$ cat src/common/gpt_pkg.sv
package gpt_pkg;

  localparam int          GPT_CNT_W   = 16;
  localparam int          GPT_PSC_W   = 16;
  localparam int          GPT_CLK_HZ  = 200_000_000;
  localparam int          GPT_LSE_HZ  = 32_768;
  localparam logic [15:0] GPT_CNT_RST = 16'h0000;

  // Counter clock source select
  localparam logic [1:0] GPT_CKS_INT  = 2'h0;
  localparam logic [1:0] GPT_CKS_LSE  = 2'h1;
  localparam logic [1:0] GPT_CKS_TRIG = 2'h2;
  localparam logic [1:0] GPT_CKS_ENC  = 2'h3;

  // Channel modes
  localparam logic [1:0] GPT_CHM_CAPTURE = 2'h0;
  localparam logic [1:0] GPT_CHM_TOGGLE  = 2'h1;
  localparam logic [1:0] GPT_CHM_PWM     = 2'h2;
  localparam logic [1:0] GPT_CHM_PULSE   = 2'h3;

  // Reaction to the inter-timer trigger input
  localparam logic [1:0] GPT_SLV_OFF   = 2'h0;
  localparam logic [1:0] GPT_SLV_RESET = 2'h1;
  localparam logic [1:0] GPT_SLV_GATED = 2'h2;
  localparam logic [1:0] GPT_SLV_START = 2'h3;

  // Trigger output select
  localparam logic GPT_TRO_UPDATE = 1'b0;
  localparam logic GPT_TRO_CC0    = 1'b1;

  // Compare hit: only on the cycle after the counter moved
  function automatic logic gpt_hit(input logic chg, input logic [15:0] cnt,
                                   input logic [15:0] ccr);
    return chg && (cnt == ccr);
  endfunction

  // Quadrature direction: up when new A differs from previous B
  function automatic logic gpt_quad_up(input logic a_now, input logic b_prev);
    return a_now ^ b_prev;
  endfunction

endpackage

$ cat src/rtl/gpt_sync.sv
`timescale 1ns/1ps
module gpt_sync #(
  parameter int W = 1
) (
  input  wire logic         clk_i,
  input  wire logic         rstn_i,
  input  wire logic [W-1:0] d_i,
  output logic      [W-1:0] q_o,
  output logic      [W-1:0] prev_o,
  output logic      [W-1:0] rise_o,
  output logic      [W-1:0] edge_o
);

  logic [W-1:0] s1_r;
  logic [W-1:0] s2_r;
  logic [W-1:0] s3_r;

  // Two-stage synchroniser; third stage feeds edge detection and prev_o
  always_ff @(posedge clk_i or negedge rstn_i) begin
    if (!rstn_i) begin
      s1_r <= '0;
      s2_r <= '0;
      s3_r <= '0;
    end else begin
      s1_r <= d_i;
      s2_r <= s1_r;
      s3_r <= s2_r;
    end
  end

  // Edges come from settled stages only
  assign q_o    = s2_r;
  assign prev_o = s3_r;
  assign rise_o = s2_r & ~s3_r;
  assign edge_o = s2_r ^ s3_r;

endmodule // gpt_sync

$ cat src/rtl/gpt_timer.sv
`timescale 1ns/1ps
module gpt_timer
  import gpt_pkg::*;
#(
  parameter int NUM_CH     = 4,
  parameter bit ALLOW_DOWN = 1'b1,
  parameter bit HAS_DMA    = 1'b1
) (
  input  wire logic                        clk_i,
  input  wire logic                        rstn_i,
  input  wire logic                        cnt_en_i,
  input  wire logic                        dir_down_i,
  input  wire logic                        center_i,
  input  wire logic                        one_pulse_i,
  input  wire logic [1:0]                  clk_sel_i,
  input  wire logic [GPT_PSC_W-1:0]        psc_i,
  input  wire logic [GPT_CNT_W-1:0]        reload_i,
  input  wire logic                        dbg_halt_i,
  input  wire logic                        dbg_freeze_i,
  input  wire logic                        lse_clk_i,
  input  wire logic                        trig_in_i,
  input  wire logic [1:0]                  slave_mode_i,
  input  wire logic                        trig_out_sel_i,
  input  wire logic                        hall_mode_i,
  input  wire logic [2:0]                  hall_i,
  input  wire logic [NUM_CH-1:0]           cap_pin_i,
  input  wire logic [2*NUM_CH-1:0]         ch_mode_i,
  input  wire logic [GPT_CNT_W*NUM_CH-1:0] ccr_i,
  input  wire logic                        dma_en_i,
  input  wire logic                        dma_ack_i,
  output logic      [GPT_CNT_W-1:0]        cnt_o,
  output logic                             dir_down_o,
  output logic                             running_o,
  output logic                             update_o,
  output logic                             trig_out_o,
  output logic      [NUM_CH-1:0]           ch_out_o,
  output logic      [NUM_CH-1:0]           cc_evt_o,
  output logic      [GPT_CNT_W*NUM_CH-1:0] cap_val_o,
  output logic                             dma_req_o
);

  // Only the three documented variants are served
  if (!(NUM_CH == 1 || NUM_CH == 2 || NUM_CH == 4)) begin : g_bad_ch
    $error("gpt_timer: NUM_CH must be 1, 2 or 4");
  end
  if (NUM_CH == 1 && ALLOW_DOWN) begin : g_bad_dir
    $error("gpt_timer: single-channel variant counts up only");
  end

  localparam bit ENC_OK = (NUM_CH >= 2) && ALLOW_DOWN;

  logic                 lse_rise;
  logic [NUM_CH-1:0]    cap_q;
  logic [NUM_CH-1:0]    cap_prev;
  logic [NUM_CH-1:0]    cap_rise;
  logic [NUM_CH-1:0]    cap_edge;
  logic [2:0]           hall_edge;
  logic                 hall_chg;
  logic                 enc_ev;
  logic                 enc_up;
  logic [GPT_CNT_W-1:0] cnt_r,    cnt_nxt;
  logic [GPT_PSC_W-1:0] psc_r,    psc_nxt;
  logic                 down_r,   down_nxt;
  logic                 run_r,    run_nxt;
  logic                 en_d_r,   en_d_nxt;
  logic                 upd_r,    upd_nxt;
  logic                 chg_r,    chg_nxt;
  logic                 dma_r,    dma_nxt;
  logic                 tro_r,    tro_nxt;
  logic [NUM_CH-1:0]    cc_ev_r;

  // Low-speed clock is just another pin: synchronised, rising edge counts
  gpt_sync #(.W(1)) u_lse_sync (
    .clk_i  (clk_i),
    .rstn_i (rstn_i),
    .d_i    (lse_clk_i),
    .q_o    (),
    .prev_o (),
    .rise_o (lse_rise),
    .edge_o ()
  );

  gpt_sync #(.W(NUM_CH)) u_cap_sync (
    .clk_i  (clk_i),
    .rstn_i (rstn_i),
    .d_i    (cap_pin_i),
    .q_o    (cap_q),
    .prev_o (cap_prev),
    .rise_o (cap_rise),
    .edge_o (cap_edge)
  );

  gpt_sync #(.W(3)) u_hall_sync (
    .clk_i  (clk_i),
    .rstn_i (rstn_i),
    .d_i    (hall_i),
    .q_o    (),
    .prev_o (),
    .rise_o (),
    .edge_o (hall_edge)
  );

  // Any change on any of the up to three sensors marks a commutation
  assign hall_chg = (NUM_CH == 4) && hall_mode_i && (|hall_edge);

  // Encoder uses channel 0 and 1 pins as A and B, counting every edge
  if (ENC_OK) begin : g_enc
    assign enc_ev = cap_edge[0] | cap_edge[1];
    assign enc_up = gpt_quad_up(cap_q[0], cap_prev[1]);
  end else begin : g_noenc
    assign enc_ev = 1'b0;
    assign enc_up = 1'b1;
  end

  // Counter, prescaler and run control
  always_comb begin
    logic tick;
    logic step;
    logic dn;
    logic gate;
    logic frozen;
    tick     = 1'b0;
    step     = 1'b0;
    dn       = 1'b0;
    cnt_nxt  = cnt_r;
    psc_nxt  = psc_r;
    down_nxt = down_r;
    run_nxt  = run_r;
    en_d_nxt = cnt_en_i;
    upd_nxt  = 1'b0;
    chg_nxt  = 1'b0;
    frozen   = dbg_freeze_i && dbg_halt_i;
    gate     = (slave_mode_i != GPT_SLV_GATED) || trig_in_i;
    // Start on enable edge, or on a peer trigger in start mode
    if (slave_mode_i == GPT_SLV_START) begin
      if (cnt_en_i && trig_in_i) run_nxt = 1'b1;
    end else if (cnt_en_i && !en_d_r) begin
      run_nxt = 1'b1;
    end
    unique case (clk_sel_i)
      GPT_CKS_INT:  tick = 1'b1;
      GPT_CKS_LSE:  tick = lse_rise;
      GPT_CKS_TRIG: tick = trig_in_i;
      GPT_CKS_ENC:  tick = 1'b0;
    endcase
    // Direction: up-only variant ignores the direction controls
    if (!ALLOW_DOWN) dn = 1'b0;
    else if (clk_sel_i == GPT_CKS_ENC) dn = !enc_up;
    else if (center_i) dn = down_r;
    else dn = dir_down_i;
    if ((slave_mode_i == GPT_SLV_RESET && trig_in_i) || hall_chg) begin
      // External reset restarts the period and reports it
      cnt_nxt = dn ? reload_i : GPT_CNT_RST;
      psc_nxt = '0;
      upd_nxt = 1'b1;
      chg_nxt = 1'b1;
    end else if (run_r && !frozen && gate) begin
      if (clk_sel_i == GPT_CKS_ENC) begin
        step = enc_ev;
      end else if (tick) begin
        // Divide by psc_i + 1: step when the count reaches psc_i
        if (psc_r >= psc_i) begin
          psc_nxt = '0;
          step    = 1'b1;
        end else begin
          psc_nxt = psc_r + 16'h0001;
        end
      end
    end
    if (step) begin
      chg_nxt = 1'b1;
      if (ALLOW_DOWN && center_i && clk_sel_i != GPT_CKS_ENC) begin
        // Centre mode turns round at both ends, one update each
        if (!down_r) begin
          if (cnt_r >= reload_i) begin
            down_nxt = 1'b1;
            cnt_nxt  = (reload_i == GPT_CNT_RST) ? GPT_CNT_RST : reload_i - 16'h0001;
            upd_nxt  = 1'b1;
          end else begin
            cnt_nxt = cnt_r + 16'h0001;
          end
        end else if (cnt_r == GPT_CNT_RST) begin
          down_nxt = 1'b0;
          cnt_nxt  = (reload_i == GPT_CNT_RST) ? GPT_CNT_RST : 16'h0001;
          upd_nxt  = 1'b1;
        end else begin
          cnt_nxt = cnt_r - 16'h0001;
        end
      end else if (dn) begin
        down_nxt = 1'b1;
        if (cnt_r == GPT_CNT_RST) begin
          cnt_nxt = reload_i;
          upd_nxt = 1'b1;
        end else begin
          cnt_nxt = cnt_r - 16'h0001;
        end
      end else begin
        down_nxt = 1'b0;
        if (cnt_r >= reload_i) begin
          cnt_nxt = GPT_CNT_RST;
          upd_nxt = 1'b1;
        end else begin
          cnt_nxt = cnt_r + 16'h0001;
        end
      end
    end
    // One-pulse mode stops at the update; disabling always wins
    if (upd_nxt && one_pulse_i) run_nxt = 1'b0;
    if (!cnt_en_i) run_nxt = 1'b0;
  end

  always_ff @(posedge clk_i or negedge rstn_i) begin
    if (!rstn_i) begin
      cnt_r  <= GPT_CNT_RST;
      psc_r  <= '0;
      down_r <= 1'b0;
      run_r  <= 1'b0;
      en_d_r <= 1'b0;
      upd_r  <= 1'b0;
      chg_r  <= 1'b0;
    end else begin
      cnt_r  <= cnt_nxt;
      psc_r  <= psc_nxt;
      down_r <= down_nxt;
      run_r  <= run_nxt;
      en_d_r <= en_d_nxt;
      upd_r  <= upd_nxt;
      chg_r  <= chg_nxt;
    end
  end

  // One block of state per channel; count set by the variant
  for (genvar ch = 0; ch < NUM_CH; ch++) begin : g_ch
    logic [GPT_CNT_W-1:0] ccr;
    logic [1:0]           mode;
    logic                 cap_ev;
    logic                 hit;
    logic [GPT_CNT_W-1:0] cap_r, cap_nxt;
    logic                 out_r, out_nxt;
    logic                 ev_nxt;

    assign ccr    = ccr_i[ch*GPT_CNT_W +: GPT_CNT_W];
    assign mode   = ch_mode_i[ch*2 +: 2];
    assign cap_ev = (ch == 0 && hall_mode_i) ? hall_chg : cap_rise[ch];
    assign hit    = gpt_hit(chg_r, cnt_r, ccr);

    // Capture latches the counter; outputs follow the compare value
    always_comb begin
      cap_nxt = cap_r;
      out_nxt = out_r;
      ev_nxt  = 1'b0;
      unique case (mode)
        GPT_CHM_CAPTURE: begin
          out_nxt = 1'b0;
          if (cap_ev) begin
            cap_nxt = cnt_r;
            ev_nxt  = 1'b1;
          end
        end
        GPT_CHM_TOGGLE: begin
          if (hit) out_nxt = !out_r;
          ev_nxt = hit;
        end
        GPT_CHM_PWM: begin
          out_nxt = (cnt_r < ccr);
          ev_nxt  = hit;
        end
        GPT_CHM_PULSE: begin
          // Delayed pulse; ends when one-pulse stops the counter
          out_nxt = run_r && (cnt_r >= ccr);
          ev_nxt  = hit;
        end
      endcase
    end

    always_ff @(posedge clk_i or negedge rstn_i) begin
      if (!rstn_i) begin
        cap_r       <= GPT_CNT_RST;
        out_r       <= 1'b0;
        cc_ev_r[ch] <= 1'b0;
      end else begin
        cap_r       <= cap_nxt;
        out_r       <= out_nxt;
        cc_ev_r[ch] <= ev_nxt;
      end
    end

    assign cap_val_o[ch*GPT_CNT_W +: GPT_CNT_W] = cap_r;
    assign ch_out_o[ch]                         = out_r;
  end

  // DMA request and trigger out; a new event beats a same-cycle ack
  always_comb begin
    dma_nxt = dma_r;
    if (dma_ack_i) dma_nxt = 1'b0;
    if (HAS_DMA && dma_en_i && (upd_r || (|cc_ev_r))) dma_nxt = 1'b1;
    tro_nxt = (trig_out_sel_i == GPT_TRO_CC0) ? cc_ev_r[0] : upd_nxt;
  end

  always_ff @(posedge clk_i or negedge rstn_i) begin
    if (!rstn_i) begin
      dma_r <= 1'b0;
      tro_r <= 1'b0;
    end else begin
      dma_r <= dma_nxt;
      tro_r <= tro_nxt;
    end
  end

  assign cnt_o      = cnt_r;
  assign dir_down_o = down_r;
  assign running_o  = run_r;
  assign update_o   = upd_r;
  assign trig_out_o = tro_r;
  assign cc_evt_o   = cc_ev_r;
  assign dma_req_o  = dma_r;

endmodule // gpt_timer

$ cat config.mk
export PLATFORM = sky130hd
export DESIGN_NAME = gpt_timer
export DESIGN_NICKNAME = d
export VERILOG_FILES = /design/src/common/gpt_pkg.sv /design/src/rtl/gpt_sync.sv /design/src/rtl/gpt_timer.sv
export SDC_FILE = /design/constraint.sdc
export NUM_CORES = 1
export LEC_CHECK = 0
export ABC_CLOCK_PERIOD_IN_PS = 3700
export BUFFER_PORTS_ARGS = -buffer_cell sky130_fd_sc_hd__buf_2
export CAP_MARGIN = 10
export CORE_ASPECT_RATIO = 0.6
export CORE_MARGIN = 1.5
export CORE_UTILIZATION = 55
export DETAILED_ROUTE_END_ITERATION = 10
export PLACE_DENSITY = 0.81
export REMOVE_ABC_BUFFERS = 1
export SKIP_CTS_REPAIR_TIMING = 1
export SLEW_MARGIN = 20
export SYNTH_ARGS = -nofsm -noshare
export SYNTH_HDL_FRONTEND = slang
export SYNTH_SLANG_ARGS = --single-unit
$ cat constraint.sdc
create_clock -name clk_i -period 3.7 [get_ports clk_i]
set_input_delay 0.185 -clock clk_i [delete_from_list [all_inputs] [get_ports clk_i]]
set_output_delay 0.185 -clock clk_i [all_outputs]
set_load 0.01 [all_outputs]
==> impl_metrics.csv <==
group,metric,value,unit
worst_setup_path,worstPathMaxFanout,13,
synth,synth-adder-area-share,0.137,
power_and_ir_drop,max-vdd-ir-drop,380,uV
power_and_ir_drop,p_leak,0.00610,uW
worst_setup_path,max_stage_delay,450,ps
sta,timing.final.crit_share,0.809,
place,gp_congestion,1.08,
global_route,grt_use_met2,0.545,
worst_setup_path,critPathLaunchType,"register",
synth,synth_area,0.00940,sq mm
worst_setup_path,reg2regPathDepth,9,
die,io_pins,222,
global_route,antenna_found_initial,2,
worst_setup_path,crit_chain,"ha_1 > nand4_1 > nor3_1 > a31oi_1 > a31oi_1 > buf_4 > nand2_1 > a31oi_1 > a221o_1",
synth,ys_types,74,
global_route,grt_use_met1,0.544,
sta,grt_setup_unrepaired,"no",
sta,final_hold_viol_count,1,
die,dieArea,0.0179,sq mm
detailed_routing,route.detailed.drc,0,
run_status,violations,"negative hold slack",
clocking,numCtsBuffers,17,
detailed_routing,vias,9242,
min_path,min_path_type,"in -> reg",
worst_setup_path,worstReg2RegStart,"psc_r[12]$_DFFE_PN0P_",
synth,synth-edff-count,0,
final_layout,fin_nets,1475,
synth,synth_top_family_by_area,"simple AND/OR/NAND/NOR gates",
synth,yosys_register_bits,135,
sta,timing.fmax,334,MHz
worst_setup_path,endpoint_kind,"register",
clocking,cts.path.max_buffers,2,
final_layout,utilization,0.703,
detailed_routing,drt_wl_total,33.8,mm
detailed_routing,first_iter_violations,1002,
sta,fin_ws,706,ps
clocking,clk_latency,440,ps
detailed_routing,vias_per_cell,6.22,
clocking,cts_root_buf,"clkbuf_16",
global_route,grt_max_degree,93,
global_route,track_usage,0.382,
die,rows,36,
synth,async_flop_share,1.00,
clocking,cts.clk_slew.worst_paths,70,ps
global_route,grt_pass1_vias,8970,
final_layout,areaGrowthSynthToFinish,23.4,%
min_path,worstHoldStart,"trig_out_sel_i",
sta,tightest_slew,960,ps
worst_setup_path,cp.required,4070,ps
worst_setup_path,reg2reg_slack,710,ps
clocking,cts.sinks,135,
die,die_w,172,um
worst_setup_path,critPathTopFamily,"compound AO/OA/AOI/OAI gates",
sta,fin_skew,12.1,ps
global_route,grt_pass1_wl,51.3,mm
min_path,hold_end,"trig_out_o$_DFF_PN0_",
worst_setup_path,worstSetupPathType,"reg -> reg",
worst_setup_path,crit_buf_inv,1,
place,io_buffers,221,
sta,final.setup.tns,0,ps
synth,synth-xor-area-share,0.0401,
place,dp_slack,870,ps
synth,yosys_warnings,0,
synth,synth_ff_type,"dfrtp_1",
global_route,top_usage_layer,"met2",
clocking,tritoncts,"built",
run_status,outcome,"complete, but fails checks",
detailed_routing,post_drt_wl_per_cell,22.8,um
synth,synthMuxAreaShare,0.0780,
worst_setup_path,r2r_end,"cnt_o[14]$_DFFE_PN0P_",
place,detailed_place.area,0.0108,sq mm
global_route,grt_overflow_total,0,
global_route,use_met3,0.134,
die,core,0.0165,sq mm
sta,min_period,2990,ps
clocking,htreeDepth,4,
worst_setup_path,cp.arrival,3370,ps
final_layout,design_area,0.0116,sq mm
die,die_h,104,um
die,initial_utilization,0.570,
min_path,hold_depth,2,
synth,syn_area_per_cell,9.37,sq um
detailed_routing,drtAntennaViolNets,0,
final_layout,drive_above_1_share,0.291,
detailed_routing,drt_first_pass_iters,6,
place,dpl.hpwl,24.3,mm
sta,worst_hold_slack,-4.75,ps
sta,slew-limit-headroom,0.360,
sta,slew_viol_final,0,
final_layout,fill_cells,1289,
power_and_ir_drop,power_density,456,mW/mm^2
job,maxCapViolCount,0,
synth,netlist_instances,1003,
worst_setup_path,crit_slowest_cell,"dfrtp_1",
synth,ys_seq_area_frac,0.360,
synth,synth-compound-area-share,0.158,
synth,synth-simple-area-share,0.160,
sta,setup_viol,0,
worst_setup_path,crit_top_cell,"a31oi_1",
[worst reg2reg max path, stage by stage, from the launching register on]
cell and delay [ps]:
dfrtp_1 450, ha_1 310, nand4_1 160, nor3_1 340, a31oi_1 270, a31oi_1 230, buf_4 240, nand2_1 340
a31oi_1 410, a221o_1 180
[cell families after synthesis]
group / after synthesis
XOR/XNOR: 43
adder cells (fa/ha/maj): 103
multiplexers: 65
buffers and inverters: 149
flip-flops: 135
AO/OA/AOI/OAI: 228
AND/OR/NAND/NOR: 280
[per-layer routing]
layer,routed length (um),vias to the layer above
li1,-,4112
met1,14400,4370
met2,13800,660
met3,4630,98
met4,938,2
met5,7,-
[synthesized netlist by cell type (8+ instances only)]
cell | n | area [sq um]
a21o_1 | 23 | 173
a21oi_1 | 57 | 285
a22oi_1 | 8 | 60.1
a31oi_1 | 13 | 81.3
and2_1 | 8 | 50.1
and3_1 | 8 | 50.1
buf_4 | 9 | 67.6
clkbuf_1 | 26 | 97.6
dfrtp_1 | 135 | 3380
ha_1 | 103 | 1290
inv_1 | 105 | 394
mux2_2 | 63 | 709
nand2_1 | 61 | 229
nand3_1 | 22 | 110
nand3b_1 | 9 | 67.6
nand4_1 | 31 | 194
nor2_1 | 56 | 210
nor2b_1 | 8 | 50.1
nor3_1 | 23 | 115
nor4_1 | 15 | 93.8
o21ai_0 | 52 | 260
xnor2_1 | 25 | 219
xor2_1 | 18 | 158
[through the flow]
stage               instances  hold slack, ps  total power, uW
floorplan                 959            -111             2600
global placement         1440             293             3270
detailed placement       1440             295             3290
CTS                      1472            -152             5210
global route             1484            9.47             5470
finish                   1485           -4.75             5280
[cells in the final DEF (no fill, tap or decap), drive strengths merged, types with 13 or more instances in the layout]
master / count
ha: 103
xnor2: 25
xor2: 18
nand3: 22
nand2: 61
mux2: 63
a21oi: 57
a21o: 23
nor3: 23
inv: 115
dfrtp: 135
nand4: 31
o21ai: 56
buf: 253
nor4: 17
a31oi: 13
nor2: 59
clkbuf: 17
[final cells by class]
| cell class | instances | area, sq um | share of cell area |
|---|---|---|---|
| clock buffer | 17 | 425 | 0.0367 |
| clock inverter | 15 | 225 | 0.0194 |
| timing repair buffer | 265 | 1470 | 0.127 |
| multi-input combinational | 719 | 5410 | 0.466 |
| antenna | 1 | 2.50 | 0.000216 |
| sequential | 135 | 3380 | 0.291 |
| tap | 228 | 285 | 0.0246 |
| inverter | 105 | 394 | 0.0340 |
[state kept, by name, indices dropped and copies added, names as in the netlist]
signal              count
update_o                1
u_lse_sync.q_o          1
u_cap_sync.q_o          4
u_lse_sync.s1_r         1
psc_r                  16
u_cap_sync.s1_r         4
u_hall_sync.q_o         3
cc_evt_o                4
g_ch.out_r              4
u_lse_sync.prev_o       1
u_cap_sync.prev_o       4
trig_out_o              1
dma_req_o               1
running_o               1
g_ch.cap_r             64
dir_down_o              1
cnt_o                  16
u_hall_sync.prev_o      3
en_d_r                  1
chg_r                   1
u_hall_sync.s1_r        3
[where the power goes]
part           internal (uW)  switching, uW
Clock                   1110            828
Sequential              1660            130
Combinational            618            940
[worst max path at each step]
| stage | slack, ps | cells after the start | startpoint | endpoint |
|---|---|---|---|---|
| after floorplan | 810 | 9 | cnt_o[0]$_DFFE_PN0P_ | trig_out_o$_DFF_PN0_ |
| after global placement | 830 | 9 | psc_r[15]$_DFFE_PN0P_ | cnt_o[5]$_DFFE_PN0P_ |
| after detailed placement | 870 | 9 | psc_r[13]$_DFFE_PN0P_ | cnt_o[14]$_DFFE_PN0P_ |
| after CTS | 860 | 9 | psc_r[15]$_DFFE_PN0P_ | cnt_o[14]$_DFFE_PN0P_ |
| after global routing | 460 | 7 | cnt_o[6]$_DFFE_PN0P_ | cnt_o[13]$_DFFE_PN0P_ |
| final | 710 | 9 | psc_r[12]$_DFFE_PN0P_ | cnt_o[14]$_DFFE_PN0P_ |
No activity file was read; power rests on OpenSTA's default activity.
